--- src/rtl/ioc_regs.svh ---
/*
 * Constants for the I/O connection state logic: timing counts, period
 * limits, status word fields and the identity of the status attribute.
 * Assumes a 100 MHz system clock.
 */
`ifndef IOC_REGS_SVH
`define IOC_REGS_SVH

// ----------------------------------------------------------------------
// Timing
// ----------------------------------------------------------------------
`define IOC_CLK_PERIOD_NS   10
`define IOC_TICK_NS         1000000
`define IOC_MS_CYCLES       (`IOC_TICK_NS / `IOC_CLK_PERIOD_NS)
`define IOC_PERIOD_MIN_MS   7'h01
`define IOC_PERIOD_MAX_MS   7'h64
`define IOC_BLINK_MS        10'h1F4
`define IOC_ACT_MS          10'h032

// ----------------------------------------------------------------------
// Status attribute location and layout
// ----------------------------------------------------------------------
`define IOC_STAT_CLASS      8'h01
`define IOC_STAT_INST       8'h01
`define IOC_STAT_ATTR       8'h05
`define IOC_STAT_OWNED      0
`define IOC_STAT_CONFIGURED 2
`define IOC_STAT_EXT_LSB    4
`define IOC_EXT_NONEXIST    4'h0
`define IOC_EXT_CONFIG      4'h1
`define IOC_EXT_CLOSING     4'h5
`define IOC_EXT_RUN         4'h6
`define IOC_EXT_IDLE        4'h7

`endif

--- src/rtl/ioc_pkg.sv ---
/*
 * Types shared by the I/O connection state logic.
 * Assumes nothing beyond a SystemVerilog elaborator.
 */
package ioc_pkg;

    // ------------------------------------------------------------------
    // Connection states
    // ------------------------------------------------------------------
    typedef enum logic [2:0] {
        ioc_nonexist,
        ioc_config,
        ioc_est_idle,
        ioc_est_run,
        ioc_closing
    } ioc_conn_t;

endpackage

--- src/rtl/ioc_buf2.sv ---
/*
 * Two-entry buffer with valid and ready on both sides.
 * Assumes one clock; the head word is always held in a register.
 */
module ioc_buf2 #(
    parameter int WIDTH = 32
) (
    input  wire logic             ref_clk_in,
    input  wire logic             rstn_in,
    input  wire logic             flush_in,
    input  wire logic             in_valid_in,
    input  wire logic [WIDTH-1:0] in_data_in,
    output logic                  in_ready_out,
    output logic                  out_valid_out,
    output logic      [WIDTH-1:0] out_data_out,
    input  wire logic             out_ready_in
);

    typedef struct packed {
        logic [WIDTH-1:0] head;
        logic [WIDTH-1:0] tail;
        logic [1:0]       cnt;
    } ioc_buf_t;

    ioc_buf_t q;
    ioc_buf_t d;
    logic     push;
    logic     pop;
    logic [1:0] left;

    assign in_ready_out  = (q.cnt != 2'h2);
    assign out_valid_out = (q.cnt != 2'h0);
    assign out_data_out  = q.head;
    assign push          = in_valid_in && in_ready_out;
    assign pop           = out_valid_out && out_ready_in;

    always_comb begin
        d    = q;
        left = q.cnt - {1'b0, pop};
        if (pop) begin
            d.head = q.tail;
        end
        if (push) begin
            if (left == 2'h0) begin
                d.head = in_data_in;
            end else begin
                d.tail = in_data_in;
            end
        end
        d.cnt = left + {1'b0, push};
        if (flush_in) begin
            d.cnt = 2'h0;
        end
    end

    always_ff @(posedge ref_clk_in or negedge rstn_in) begin
        if (!rstn_in) begin
            q <= '0;
        end else begin
            q <= d;
        end
    end

endmodule

--- src/rtl/ioc_conn_fsm.sv ---
/*
 * I/O connection state logic of the network adapter: connection states,
 * drive enable, hot start, cyclic period tick, one explicit message
 * channel each way, status attribute and indicators.
 * Assumes all inputs are synchronous one-cycle events or levels from the
 * protocol engine; a period outside 1 to 100 ms makes the setup fail.
 */
`include "ioc_regs.svh"

module ioc_conn_fsm #(
    parameter int WIDTH     = 32,
    parameter int MS_CYCLES = `IOC_MS_CYCLES
) (
    input  wire logic             ref_clk_in,
    input  wire logic             rstn_in,
    input  wire logic             open_req_in,
    input  wire logic             open_large_req_in,
    input  wire logic [6:0]       period_ms_in,
    input  wire logic             setup_ok_in,
    input  wire logic             setup_fail_in,
    input  wire logic             run_notify_in,
    input  wire logic             idle_notify_in,
    input  wire logic             close_req_in,
    input  wire logic             close_ok_in,
    input  wire logic             close_fail_in,
    input  wire logic             conn_timeout_in,
    input  wire logic             cmd_valid_in,
    input  wire logic [WIDTH-1:0] cmd_data_in,
    output logic                  cmd_ready_out,
    output logic                  drv_cmd_valid_out,
    output logic      [WIDTH-1:0] drv_cmd_data_out,
    input  wire logic             drv_cmd_ready_in,
    output logic      [2:0]       conn_state_out,
    output logic                  drive_enable_out,
    output logic                  hot_start_out,
    output logic                  io_cycle_out,
    input  wire logic             msg_tx_req_in,
    input  wire logic             msg_tx_done_in,
    output logic                  msg_tx_busy_out,
    input  wire logic             msg_rx_req_in,
    input  wire logic             msg_rx_done_in,
    output logic                  msg_rx_busy_out,
    output logic                  msg_refused_out,
    input  wire logic [1:0]       port_link_in,
    input  wire logic [1:0]       port_speed100_in,
    input  wire logic [1:0]       port_full_duplex_in,
    input  wire logic [1:0]       port_activity_in,
    output logic      [3:0]       port_mode_out,
    input  wire logic             attr_rd_in,
    input  wire logic [7:0]       attr_class_in,
    input  wire logic [7:0]       attr_inst_in,
    input  wire logic [7:0]       attr_id_in,
    output logic      [15:0]      attr_data_out,
    output logic                  attr_hit_out,
    output logic                  led_net_out,
    output logic                  led_mod_out,
    output logic      [1:0]       led_link_act_out
);

    localparam int MSW = $clog2(MS_CYCLES);

    // ------------------------------------------------------------------
    // State record
    // ------------------------------------------------------------------
    typedef struct packed {
        ioc_pkg::ioc_conn_t state;
        logic               from_run;
        logic               period_ok;
        logic [6:0]         period;
        logic [MSW-1:0]     ms_cnt;
        logic [6:0]         cyc_cnt;
        logic               io_cycle;
        logic               hot_start;
        logic               tx_busy;
        logic               rx_busy;
        logic               refused;
        logic [3:0]         port_mode;
        logic [15:0]        attr_data;
        logic               attr_hit;
        logic [9:0]         blink_cnt;
        logic               blink;
        logic [1:0][9:0]    act_cnt;
        logic [1:0]         led_link;
    } ioc_state_t;

    ioc_state_t q;
    ioc_state_t d;
    logic       ms_tick;
    logic       run;
    logic       buf_ready;
    logic       flush;

    // ------------------------------------------------------------------
    // Status word
    // ------------------------------------------------------------------
    function automatic logic [15:0] status_word(input ioc_pkg::ioc_conn_t s);
        logic [15:0] w;
        logic [3:0]  ext;
        w   = 16'h0000;
        ext = `IOC_EXT_NONEXIST;
        case (s)
            ioc_pkg::ioc_config:   ext = `IOC_EXT_CONFIG;
            ioc_pkg::ioc_est_idle: ext = `IOC_EXT_IDLE;
            ioc_pkg::ioc_est_run:  ext = `IOC_EXT_RUN;
            ioc_pkg::ioc_closing:  ext = `IOC_EXT_CLOSING;
            default:               ext = `IOC_EXT_NONEXIST;
        endcase
        w[`IOC_STAT_OWNED]      = (s == ioc_pkg::ioc_est_idle) || (s == ioc_pkg::ioc_est_run)
                                  || (s == ioc_pkg::ioc_closing);
        w[`IOC_STAT_CONFIGURED] = (s != ioc_pkg::ioc_nonexist);
        w[`IOC_STAT_EXT_LSB +: 4] = ext;
        return w;
    endfunction

    assign ms_tick = (q.ms_cnt == MSW'(MS_CYCLES - 1));
    assign run     = (q.state == ioc_pkg::ioc_est_run);
    assign flush   = (d.state != ioc_pkg::ioc_est_run);
    assign cmd_ready_out = run ? buf_ready : 1'b1;

    // ------------------------------------------------------------------
    // Next state
    // ------------------------------------------------------------------
    always_comb begin
        d           = q;
        d.hot_start = 1'b0;
        d.io_cycle  = 1'b0;
        d.refused   = 1'b0;
        d.attr_hit  = 1'b0;
        d.ms_cnt    = ms_tick ? '0 : q.ms_cnt + MSW'(1);

        if (conn_timeout_in && (q.state != ioc_pkg::ioc_nonexist)) begin
            d.state = ioc_pkg::ioc_nonexist;
            d.hot_start = run;
        end else begin
            case (q.state)
                ioc_pkg::ioc_nonexist: begin
                    if (open_req_in || open_large_req_in) begin
                        d.state     = ioc_pkg::ioc_config;
                        d.period    = period_ms_in;
                        d.period_ok = (period_ms_in >= `IOC_PERIOD_MIN_MS)
                                      && (period_ms_in <= `IOC_PERIOD_MAX_MS);
                    end
                end
                ioc_pkg::ioc_config: begin
                    if (setup_fail_in || (setup_ok_in && !q.period_ok)) begin
                        d.state = ioc_pkg::ioc_nonexist;
                    end else if (setup_ok_in) begin
                        d.state   = ioc_pkg::ioc_est_idle;
                        d.cyc_cnt = 7'h00;
                    end
                end
                ioc_pkg::ioc_est_idle: begin
                    if (close_req_in) begin
                        d.state    = ioc_pkg::ioc_closing;
                        d.from_run = 1'b0;
                    end else if (run_notify_in) begin
                        d.state = ioc_pkg::ioc_est_run;
                    end
                end
                ioc_pkg::ioc_est_run: begin
                    if (close_req_in) begin
                        d.state    = ioc_pkg::ioc_closing;
                        d.from_run = 1'b1;
                    end else if (idle_notify_in) begin
                        d.state     = ioc_pkg::ioc_est_idle;
                        d.hot_start = 1'b1;
                    end
                end
                ioc_pkg::ioc_closing: begin
                    if (close_ok_in) begin
                        d.state     = ioc_pkg::ioc_nonexist;
                        d.hot_start = q.from_run;
                    end else if (close_fail_in) begin
                        d.state = q.from_run ? ioc_pkg::ioc_est_run : ioc_pkg::ioc_est_idle;
                    end
                end
                default: begin
                    d.state = ioc_pkg::ioc_nonexist;
                end
            endcase
        end

        if ((q.state == ioc_pkg::ioc_est_idle) || (q.state == ioc_pkg::ioc_est_run)) begin
            if (ms_tick) begin
                if (q.cyc_cnt >= q.period - 7'h01) begin
                    d.cyc_cnt  = 7'h00;
                    d.io_cycle = 1'b1;
                end else begin
                    d.cyc_cnt = q.cyc_cnt + 7'h01;
                end
            end
        end else begin
            d.cyc_cnt = 7'h00;
        end

        if (msg_tx_req_in && q.tx_busy) begin
            d.refused = 1'b1;
        end else if (msg_tx_req_in) begin
            d.tx_busy = 1'b1;
        end else if (msg_tx_done_in) begin
            d.tx_busy = 1'b0;
        end
        if (msg_rx_req_in && q.rx_busy) begin
            d.refused = 1'b1;
        end else if (msg_rx_req_in) begin
            d.rx_busy = 1'b1;
        end else if (msg_rx_done_in) begin
            d.rx_busy = 1'b0;
        end

        if (attr_rd_in) begin
            d.attr_hit = (attr_class_in == `IOC_STAT_CLASS) && (attr_inst_in == `IOC_STAT_INST)
                         && (attr_id_in == `IOC_STAT_ATTR);
            d.attr_data = d.attr_hit ? status_word(q.state) : 16'h0000;
        end

        if (ms_tick) begin
            if (q.blink_cnt == `IOC_BLINK_MS - 10'h001) begin
                d.blink_cnt = 10'h000;
                d.blink     = !q.blink;
            end else begin
                d.blink_cnt = q.blink_cnt + 10'h001;
            end
        end
        for (int p = 0; p < 2; p++) begin
            if (port_link_in[p]) begin
                d.port_mode[2*p +: 2] = {port_full_duplex_in[p], port_speed100_in[p]};
            end
            if (port_activity_in[p]) begin
                d.act_cnt[p] = `IOC_ACT_MS;
            end else if (ms_tick && (q.act_cnt[p] != 10'h000)) begin
                d.act_cnt[p] = q.act_cnt[p] - 10'h001;
            end
            d.led_link[p] = port_link_in[p] && !((q.act_cnt[p] != 10'h000) && q.blink);
        end
    end

    always_ff @(posedge ref_clk_in or negedge rstn_in) begin
        if (!rstn_in) begin
            q <= '0;
        end else begin
            q <= d;
        end
    end

    // ------------------------------------------------------------------
    // Command buffer
    // ------------------------------------------------------------------
    ioc_buf2 #(
        .WIDTH (WIDTH)
    ) u_cmd_buf (
        .ref_clk_in    (ref_clk_in),
        .rstn_in       (rstn_in),
        .flush_in      (flush),
        .in_valid_in   (cmd_valid_in && run),
        .in_data_in    (cmd_data_in),
        .in_ready_out  (buf_ready),
        .out_valid_out (drv_cmd_valid_out),
        .out_data_out  (drv_cmd_data_out),
        .out_ready_in  (drv_cmd_ready_in && run)
    );

    // ------------------------------------------------------------------
    // Outputs
    // ------------------------------------------------------------------
    assign conn_state_out   = q.state;
    assign drive_enable_out = run;
    assign hot_start_out    = q.hot_start;
    assign io_cycle_out     = q.io_cycle;
    assign msg_tx_busy_out  = q.tx_busy;
    assign msg_rx_busy_out  = q.rx_busy;
    assign msg_refused_out  = q.refused;
    assign port_mode_out    = q.port_mode;
    assign attr_data_out    = q.attr_data;
    assign attr_hit_out     = q.attr_hit;
    assign led_net_out      = (q.state == ioc_pkg::ioc_est_idle)
                              || (q.state == ioc_pkg::ioc_est_run)
                              || (((q.state == ioc_pkg::ioc_config)
                                   || (q.state == ioc_pkg::ioc_closing)) && q.blink);
    assign led_mod_out      = 1'b1;
    assign led_link_act_out = q.led_link;
endmodule

--- config.mk ---
export PLATFORM = sky130hd
export DESIGN_NAME = ioc_conn_fsm
export DESIGN_NICKNAME = d
export VERILOG_FILES = /design/src/rtl/ioc_pkg.sv /design/src/rtl/ioc_buf2.sv /design/src/rtl/ioc_conn_fsm.sv
export VERILOG_INCLUDE_DIRS = /design/src /design/src/rtl
export SDC_FILE = /design/constraint.sdc
export NUM_CORES = 1
export LEC_CHECK = 0
export BUFFER_PORTS_ARGS = -buffer_cell sky130_fd_sc_hd__buf_2
export CORE_MARGIN = 2
export CORE_UTILIZATION = 50
export DETAILED_ROUTE_END_ITERATION = 7
export PLACE_DENSITY = 0.77
export SLEW_MARGIN = 20
export SYNTH_ARGS = -nofsm -noshare
export SYNTH_HDL_FRONTEND = slang
export SYNTH_SLANG_ARGS = --single-unit
--- constraint.sdc ---
create_clock -name ref_clk_in -period 2.62 [get_ports ref_clk_in]
set_input_delay 0.131 -clock ref_clk_in [delete_from_list [all_inputs] [get_ports ref_clk_in]]
set_output_delay 0.131 -clock ref_clk_in [all_outputs]
set_load 0.02 [all_outputs]
=== Word level (Yosys, flattened, before mapping) ===
Index checks and enable logic that the tools add are counted.

* Bits of input ports: 90
* Bits in latches: 0
* Memory bits (writable): 0
* Memories: 0
* Bits in read-only memories: 0
* Flip-flop bits (word level): 152
* Output and inout port bits: 68

* Equality and inequality tests: 17
* $mul: 0
* Mux-type cells: 50
* Bitwise gates (word level): 4
* Div/mod/pow operators: 0
* Shift-type cells: 0
* Reductions and logical operators: 46
* Order comparisons: 3
* Add/subtract/negate cells: 8

{| class="wikitable"
|+ Operators by type and width
! kind !! number
|-
| two-way mux 32 bit || 3
|-
| two-way mux 64 bit || 1
|-
| two-way mux 10 bit || 5
|-
| two-way mux 7 bit || 7
|-
| two-way mux 3 bit || 10
|-
| nonzero test 10 bit || 2
|-
| subtractor 10 x 1 -> 10 bit, second input constant || 2
|-
| logical AND 1 bit || 18
|-
| adder 17 x 1 -> 17 bit, second input constant || 1
|-
| equality test 17 bit, second input constant || 1
|-
| two-way mux 1 bit || 17
|-
| two-way mux 17 bit || 1
|-
| equality test 8 x 1 -> 1 bit, second input constant || 2
|-
| case mux 3 bit (5 select lines) || 1
|-
| case mux 3 bit (4 select lines) || 1
|-
| nonzero test 2 bit || 6
|-
| adder 10 x 1 -> 10 bit, second input constant || 1
|-
| equality test 10 x 9 -> 1 bit, second input constant || 1
|-
| != test 3 bit, second input constant || 3
|-
| equality test 8 x 3 -> 1 bit, second input constant || 1
|-
| two-way mux 8 bit || 1
|-
| AND reduction 2 bit || 4
|-
| AND reduction 4 bit || 2
|-
| adder 7 x 1 -> 7 bit, second input constant || 1
|-
| other kinds (20) || 36
|}

=== Depth between registers and ports, before layout ===
Gate-level depths: netlist (run 1).

* Word-level depth: 8
* Depth in mapped cells: 13
* Depth with buffers taken out: 11

=== By module ===
A second synthesis (run 1) with hierarchy kept.

* Cell total of the unflattened synthesis: 748
* Area total of the unflattened synthesis: 7,737.4 sq um

{| class="wikitable"
|+ Modules (own cells, without submodules)
! module !! seq. area each (sq um) !! instances !! cells an instance !! area an instance (sq um)
|-
| ioc_conn_fsm || 2,102.0 || 1 || 458 || 4,559.4
|-
| ioc_buf2 || 1,651.6 || 1 || 290 || 3,178.0
|}

=== Least setup slack after synthesis (run 1) ===
Ideal clock, no wire load.

* Path type: register to register
* Start point: register q (netlist bit conn_state_out[0])
* End point: register u_cmd_buf.q[10] (netlist name)
* Clock period less this slack: 2.594 ns
* Required time: 2.495 ns
* Cell stages (with the launch flop): 12
* Path slack: 0.026 ns
* Buffers on the path: 5
* Setup time: 0.125 ns
* Arrival time: 2.470 ns
* Cells stage by stage: dfrtp_1 buf_2 and3b_1 buf_2 and3_1 buf_2 buf_4 ha_1 xor2_1 o21a_1 buf_4 mux2_2

* Cells in the longest elaborated chain, start to end: 7

{| class="wikitable"
|+ Ends and longest elaborated chain
! what !! line !! RTL
|-
| start, declared || ioc_conn_fsm.sv:86 || <nowiki>ioc_state_t q;</nowiki>
|-
| start signal, assigned || ioc_conn_fsm.sv:240 || <nowiki>q <= '0;</nowiki>
|-
| start signal, assigned || ioc_conn_fsm.sv:242 || <nowiki>q <= d;</nowiki>
|-
| equality test 3 x 2 -> 1 bit * || ioc_conn_fsm.sv:116 || <nowiki>assign run = (q.state == ioc_pkg::ioc_est_run);</nowiki>
|-
| via drive_enable_out || ioc_conn_fsm.sv:34 || <nowiki>output logic drive_enable_out,</nowiki>
|-
| logical AND 1 bit || ioc_conn_fsm.sv:260 || <nowiki>.out_ready_in (drv_cmd_ready_in && run)</nowiki>
|-
| logical AND 1 bit || ioc_buf2.sv:35 || <nowiki>assign pop = out_valid_out && out_ready_in;</nowiki>
|-
| subtractor 2 x 1 -> 2 bit || ioc_buf2.sv:39 || <nowiki>left = q.cnt - {1'b0, pop};</nowiki>
|-
| zero test 2 bit || ioc_buf2.sv:44 || <nowiki>if (left == 2'h0) begin</nowiki>
|-
| NOT 1 bit (no source line) || -- ||
|-
| AND reduction 2 bit (no source line) * || -- ||
|-
| end signal, assigned || ioc_buf2.sv:58 || <nowiki>q <= '0;</nowiki>
|-
| end signal, assigned || ioc_buf2.sv:60 || <nowiki>q <= d;</nowiki>
|-
| end, declared || ioc_buf2.sv:25 || <nowiki>ioc_buf_t q;</nowiki>
|}

The timed path passes the listed nets; every way through them passes the cells marked *.
A chain may end at the register's enable or synchronous reset.

=== Final worst setup path (run 1) ===
* Start point: register u_cmd_buf.q[1] (netlist name)
* End point: register u_cmd_buf.q[33] (netlist name)

* Cells in the longest elaborated chain, start to end: 6

{| class="wikitable"
|+ Ends and longest elaborated chain
! what !! line !! RTL
|-
| nonzero test 2 bit || ioc_buf2.sv:32 || <nowiki>assign out_valid_out = (q.cnt != 2'h0);</nowiki>
|-
| logical AND 1 bit || ioc_buf2.sv:35 ||
|-
| subtractor 2 x 1 -> 2 bit || ioc_buf2.sv:39 ||
|-
| zero test 2 bit || ioc_buf2.sv:44 ||
|-
| NOT 1 bit (no source line) || -- ||
|-
| AND reduction 2 bit (no source line) * || -- ||
|}

Mark *: on every way between the ends. The rest lies on a longest branch, timed or not.

==> flow_summary.json, run 1 <==
{
  "cts_sinks": 150,
  "coreArea_um2": 15030,
  "yosysUniqueCellTypes": 55,
  "preCtsSetupSlack_ns": 0.3402,
  "hold_violations": 0,
  "num_rows": 45,
  "cap_violations": 0,
  "r2r_end": "u_cmd_buf.q[33]",
  "drive_gt1_share_pct": 26.87,
  "clk_pin_slew_ns": 0.06,
  "r2r_setup_slack_ns": 0.34,
  "clock_latency_ns": 0.43,
  "antenna_left": 0,
  "synth_seq_cells": 150,
  "hold_path_end": "q[83]",
  "critical_path_class": "reg -> reg",
  "io_pins": 158,
  "reg2reg_depth": 7,
  "peakVddDrop_mv": 0.5465,
  "setup_violations": 0,
  "fin_crit_ns": 2.276,
  "die_x_um": 127.5,
  "rsz0062_at_grt": "false",
  "whs_path_depth": 3,
  "totalPowerFinal_w": 0.007248,
  "required_ns": 2.93,
  "hp-start": "period_ms_in[0]",
  "critPathCaptureType": "flip-flop",
  "cts_setup_buffers": 0,
  "remaining_drc_errors": 0,
  "hpwl_mm": 10.76,
  "hold_class": "in -> reg",
  "via_per_inst": 5.389,
  "netlist_instances": 738,
  "arrival_ns": 2.58,
  "fin_nets": 1000,
  "worst_pin_slew_ns": 0.7564,
  "status": "finished, final reports clean",
  "path_max_fanout": 32,
  "diodes": 0,
  "yosysWarnings": 0,
  "die_h_um": 127.5,
  "grt_max_degree": 83,
  "cts_hold_buf": 59,
  "antenna_found_initial": 0,
  "leakagePower_nw": 4.366,
  "cts_tree": "yes",
  "portBuffers": 145,
  "wl_per_cell_um": 15.67,
  "grt_usage_pct": 21.86,
  "multiInputGateArea_um2": 3241,
  "powerDensity_nw_per_um2": 773.0,
  "start_util_pct": 50.69,
  "fin_skew_ns": 0.007456,
  "cts.htree.levels": 4,
  "avgSynthCellArea_um2": 10.32,
  "routabilityCongestion": 0.8039,
  "cp-start-kind": "flip-flop",
  "routed-via-count": 5906,
  "dieArea_um2": 16240,
  "fin_ws_ns": 0.3435,
  "drtIter0Drc": 458,
  "nFillCells": 1118,
  "clock_tree.buffer_depth": 2,
  "netlist_area_um2": 7620,
  "grt_pass1_wl_mm": 28.73,
  "first_pass_iters": 5,
  "root_buffer": "clkbuf_16",
  "final_util_pct": 62.37,
  "period_share_pct": 86.89,
  "register_area_um2": 3754,
  "seq_area_frac_synth_pct": 49.26,
  "max-slew-margin-rel_pct": 49.57,
  "grt_pass1_vias": 6013,
  "cts_resized": 0,
  "numCtsBuffers": 17,
  "r2r_start": "u_cmd_buf.q[1]",
  "timing.fmax_ghz": 0.4393,
  "grt.overflow.total": 0,
  "finalSetupTns_ns": 0,
  "totalWireLength_mm": 17.18,
  "slew_viol_final": 0,
  "area_growth_pct": 23.05
}
==> worst max-delay path, stage by stage (launching register included) <==
cell	delay (ns)
dfrtp_1	0.41
or2_2	0.31
and3_2	0.22
ha_1	0.21
xor2_1	0.21
o21a_1	0.18
buf_12	0.22
mux2_2	0.37
==> metrics by stage <==
stage | instances | area, um^2 | hold slack [ns]
2_1_floorplan | 748 | 7657 | -0.1646
3_3_place_gp | 1005 | 8164 | 0.2302
3_5_place_dp | 1005 | 8164 | 0.2220
4_1_cts | 1096 | 9376 | 0.005311
5_1_grt | 1096 | 9376 | 0.02955
6_report | 1096 | 9376 | 0.009576
==> worst max-delay path by stage <==
stage	endpoint	start	slack, ns	cells after the start
2_1_floorplan	u_cmd_buf.q[10]	conn_state_out[0]	0.03	11
5_1_grt	q[59]	q[83]	0.16	12
4_1_cts	u_cmd_buf.q[8]	u_cmd_buf.q[1]	0.33	7
6_report	u_cmd_buf.q[33]	u_cmd_buf.q[1]	0.34	7
3_5_place_dp	u_cmd_buf.q[11]	u_cmd_buf.q[1]	0.34	7
3_3_place_gp	u_cmd_buf.q[15]	u_cmd_buf.q[1]	0.41	7
==> registers in the layout, summed over array words and instances, names as in the netlist <==
| signal | cells |
|---|---|
| conn_state_out | 3 |
| msg_rx_busy_out | 1 |
| io_cycle_out | 1 |
| attr_hit_out | 1 |
| msg_refused_out | 1 |
| u_cmd_buf.q | 34 |
| hot_start_out | 1 |
| port_mode_out | 4 |
| attr_data_out | 5 |
| led_link_act_out | 2 |
| q | 64 |
| u_cmd_buf.out_data_out | 32 |
| msg_tx_busy_out | 1 |
==> layout by cell type, fill, tap and decap left out, types with 22 or more instances in the layout <==
master,Yosys,routed
mux2_2,44,44
mux2i_1,33,33
nor2_1,77,77
a21oi_1,46,46
inv_1,22,22
dfrtp_1,150,150
buf_2,9,144
o21ai_0,24,24
nand2_1,44,44
nand3_1,33,33
dlygate4sd3_1,0,59
==> report_power, final <==
group | switching [W] | leakage, nW | internal, W
sequential | 0.000210 | 1.95 | 0.00266
clock | 0.000995 | 0.294 | 0.00156
combinational | 0.00109 | 2.12 | 0.000734
total | 0.00229 | 4.37 | 0.00496
==> synthesized netlist by cell type, drive strengths merged <==
cell type | n | area (um^2)
ha | 15 | 187.7
o41ai | 2 | 17.52
o31ai | 3 | 22.52
nor3 | 22 | 115.1
nor4 | 10 | 75.07
dfrtp | 150 | 3754
clkbuf | 11 | 41.29
mux2i | 33 | 330.3
a21boi | 2 | 15.01
a22o | 1 | 8.760
a31oi | 4 | 25.02
a21oi | 46 | 230.2
or4 | 2 | 18.77
and3 | 6 | 37.54
nand2b | 7 | 43.79
nand4 | 16 | 106.4
nor3b | 3 | 22.52
nand3b | 1 | 7.510
xor2 | 21 | 183.9
nor4b | 5 | 58.80
or2 | 3 | 18.77
a21o | 4 | 30.03
and2 | 1 | 6.260
nor2 | 77 | 289.0
or4b | 1 | 10.01
nor4bb | 1 | 10.01
nand3 | 33 | 165.2
and4b | 2 | 20.02
o21ai | 24 | 120.1
xnor2 | 16 | 140.1
o32ai | 1 | 8.760
or3 | 6 | 42.54
mux2 | 44 | 495.5
and4 | 5 | 46.29
or3b | 1 | 8.760
nand4b | 1 | 8.760
o22ai | 3 | 18.77
nor2b | 5 | 31.28
o21a | 2 | 15.01
nand2 | 45 | 176.4
inv | 22 | 82.58
and3b | 1 | 8.760
conb | 2 | 7.510
buf | 76 | 540.5
a211o | 2 | 17.52
==> routing by layer <==
layer  vias up  track usage (%)  part of all wire (%)  wire, um
li1       2820                -                     -         -
met1      2910            26.49                    42      7245
met2       145            38.69                    52      8940
met3        31            4.104                   3.8       654
met4         0            8.403                   2.0       336
met5         -                0                     0         0
==> cell type report <==
type | count | area share (%)
timing repair buffer | 215 | 15.39
tap | 188 | 2.509
clock inverter | 12 | 1.761
clock buffer | 20 | 4.871
inverter | 22 | 0.8807
sequential | 150 | 40.03
multi-input combinational | 489 | 34.56
==> cell families after synthesis <==
family / count (synthesis) / synth area share, %
AND/OR/NAND/NOR: 254 / 17.42
flip-flops: 150 / 49.26
buffers and inverters: 109 / 8.719
AO/OA/AOI/OAI: 94 / 6.946
multiplexers: 77 / 10.84
XOR/XNOR: 37 / 4.253
adder cells (fa/ha/maj): 15 / 2.463
other: 2 / 0.09856
(Power assumes the default switching activity.)
==> run 2, diff against run 1 <==
==> constraint.sdc (replaced) <==
create_clock -name ref_clk_in -period 2.62 [get_ports ref_clk_in]
set_input_delay 0.262 -clock ref_clk_in [delete_from_list [all_inputs] [get_ports ref_clk_in]]
set_output_delay 0.262 -clock ref_clk_in [all_outputs]
set_load 0.02 [all_outputs]
==> run 2 against run 1 <==
Compared with the run above:
- flip-flop and latch count unchanged
- clock skew decreased by 0.00054 ns
- design area decreased by 6.0%
- global-route usage down 2.5 points
- register-to-register slack lost 0.06 ns
- critical endpoint is now u_cmd_buf.q[20]
==> flow_summary.json, run 2 (synthesized netlist as in run 1, its figures left out) <==
{
  "cts_tree": "yes",
  "routed-via-count": 5591,
  "dieArea_um2": 16240,
  "worst_pin_slew_ns": 0.5653,
  "fin_skew_ns": 0.006916,
  "remaining_drc_errors": 0,
  "grt_pass1_wl_mm": 25.59,
  "grt_pass1_vias": 5471,
  "cts.htree.levels": 4,
  "peakVddDrop_mv": 0.4857,
  "critPathLaunch": "u_cmd_buf.q[1]",
  "required_ns": 2.92,
  "critical_path.top_delay_family": "simple AND/OR/NAND/NOR gates",
  "slew_viol_final": 0,
  "layout_commonest_cell": "dfrtp_1",
  "via_per_inst": 5.392,
  "multiInputGateArea_um2": 3241,
  "grt.overflow.total": 0,
  "cts_resized": 0,
  "critical_path.cell_chain": "or2_2 -> and3_2 -> ha_1 -> xor2_1 -> o21a_1 -> buf_12 -> mux2_2",
  "timing.fmax_ghz": 0.4278,
  "hpwl_mm": 10.39,
  "finalSetupTns_ns": 0,
  "largest-register": "q",
  "r2r_start": "u_cmd_buf.q[1]",
  "reg2reg_depth": 7,
  "antenna_found_initial": 0,
  "critPathCaptureType": "flip-flop",
  "hp-start": "msg_rx_req_in",
  "setup_violations": 0,
  "r2r_end": "u_cmd_buf.q[20]",
  "root_buffer": "clkbuf_16",
  "fin_nets": 942,
  "grt_max_degree": 70,
  "layout_common_cells": "dfrtp_1, buf_2, nor2_1, a21oi_1",
  "hold_violations": 0,
  "fin_crit_ns": 2.338,
  "die_h_um": 127.5,
  "routabilityCongestion": 0.8018,
  "fin_cells": 1037,
  "clk_pin_slew_ns": 0.06,
  "portBuffers": 145,
  "whs_path_depth": 2,
  "leakagePower_nw": 4.140,
  "antenna_left": 0,
  "cts_sinks": 150,
  "die_x_um": 127.5,
  "path_depth": 7,
  "hold_path_end": "msg_rx_busy_out",
  "io_pins": 158,
  "period_share_pct": 89.23,
  "clock_latency_ns": 0.42,
  "diodes": 0,
  "cp-start-kind": "flip-flop",
  "critPathSlowestCell": "dfrtp_1",
  "drtIter0Drc": 267,
  "rsz0062_at_grt": "false",
  "clock_tree.buffer_depth": 2,
  "cap_violations": 0,
  "start_util_pct": 50.69,
  "max-slew-margin-rel_pct": 61.82,
  "largest_reg_flops": 64,
  "nFillCells": 1214,
  "dp_cells": 1005,
  "powerDensity_nw_per_um2": 818.9,
  "coreArea_um2": 15030,
  "area_growth_pct": 15.65,
  "numCtsBuffers": 17,
  "crit_buf_inv": 1,
  "hold_class": "in -> reg",
  "arrival_ns": 2.64,
  "critical_path_class": "reg -> reg",
  "wl_per_cell_um": 14.72,
  "drive_gt1_share_pct": 28.39,
  "path_max_fanout": 32,
  "first_pass_iters": 5,
  "status": "finished, final reports clean",
  "max_stage_delay_ns": 0.41,
  "num_rows": 45,
  "register_area_um2": 3754,
  "totalWireLength_mm": 15.27,
  "r2r_setup_slack_ns": 0.28,
  "grt_usage_pct": 19.34
}
run 2: cell count changes in the layout (fill, tap and decap cells not counted), sizes merged:
cell         delta
bufinv          +2
clkbuf          +2
clkinv          +2
clkinvlp        -3
dlygate4sd3    -58
inv             -4
run 2: what timing repair did:
action / in CTS / in global routing
endpoints found under the hold margin: 54 / 0
buffers inserted: 0 / 0
hold buffers: 1 / 0
setup endpoints to repair: 0 / 0
run 2: how the worst max path moves through the flow:
| stage | end | slack [ns] |
|---|---|---|
| 2_1_floorplan | u_cmd_buf.q[10] | 0.03 |
| 3_3_place_gp | u_cmd_buf.q[18] | 0.40 |
| 3_5_place_dp | u_cmd_buf.q[27] | 0.31 |
| 4_1_cts | u_cmd_buf.q[20] | 0.27 |
| 5_1_grt | q[59] | 0.07 |
| 6_report | u_cmd_buf.q[20] | 0.28 |
run 2: stage by stage:
stage | power [W] | hold slack [ns] | util, % | cell area (um^2) | setup slack (ns)
after floorplan | 0.004384 | -0.03359 | - | 7657 | 0.02567
after CTS | 0.007275 | 0.02713 | 58.62 | 8812 | 0.2730
after global placement | 0.004561 | 0.2596 | 54.31 | 8164 | 0.4046
after detailed placement | 0.004609 | 0.2530 | 54.31 | 8164 | 0.3134
after global routing | 0.007577 | 0.03757 | 58.62 | 8812 | 0.07203
final | 0.007216 | 0.03976 | 58.62 | 8812 | 0.2822
run 2: area by class of cell:
type,instances,share of cell area (%)
flip-flops and latches,150,42.60
well taps,188,2.669
clock buffers,22,5.268
repair buffers,157,9.783
clock inverters,9,1.974
inverters,22,0.9371
multi-input cells,489,36.77
run 2: power by group:
group | total, W | switching [W] | internal, W
clock | 0.00263 | 0.000897 | 0.00173
combinational | 0.00173 | 0.00105 | 0.000674
sequential | 0.00286 | 0.000199 | 0.00266
run 2: per-layer routing:
| metal | routed length, um | vias to the layer above | global-route usage [%] |
|---|---|---|---|
| li1 | - | 2700 | - |
| met1 | 6824 | 2709 | 25.47 |
| met2 | 7399 | 162 | 31.77 |
| met3 | 797 | 20 | 4.648 |
| met4 | 245 | 0 | 6.076 |
| met5 | 0 | - | 0 |
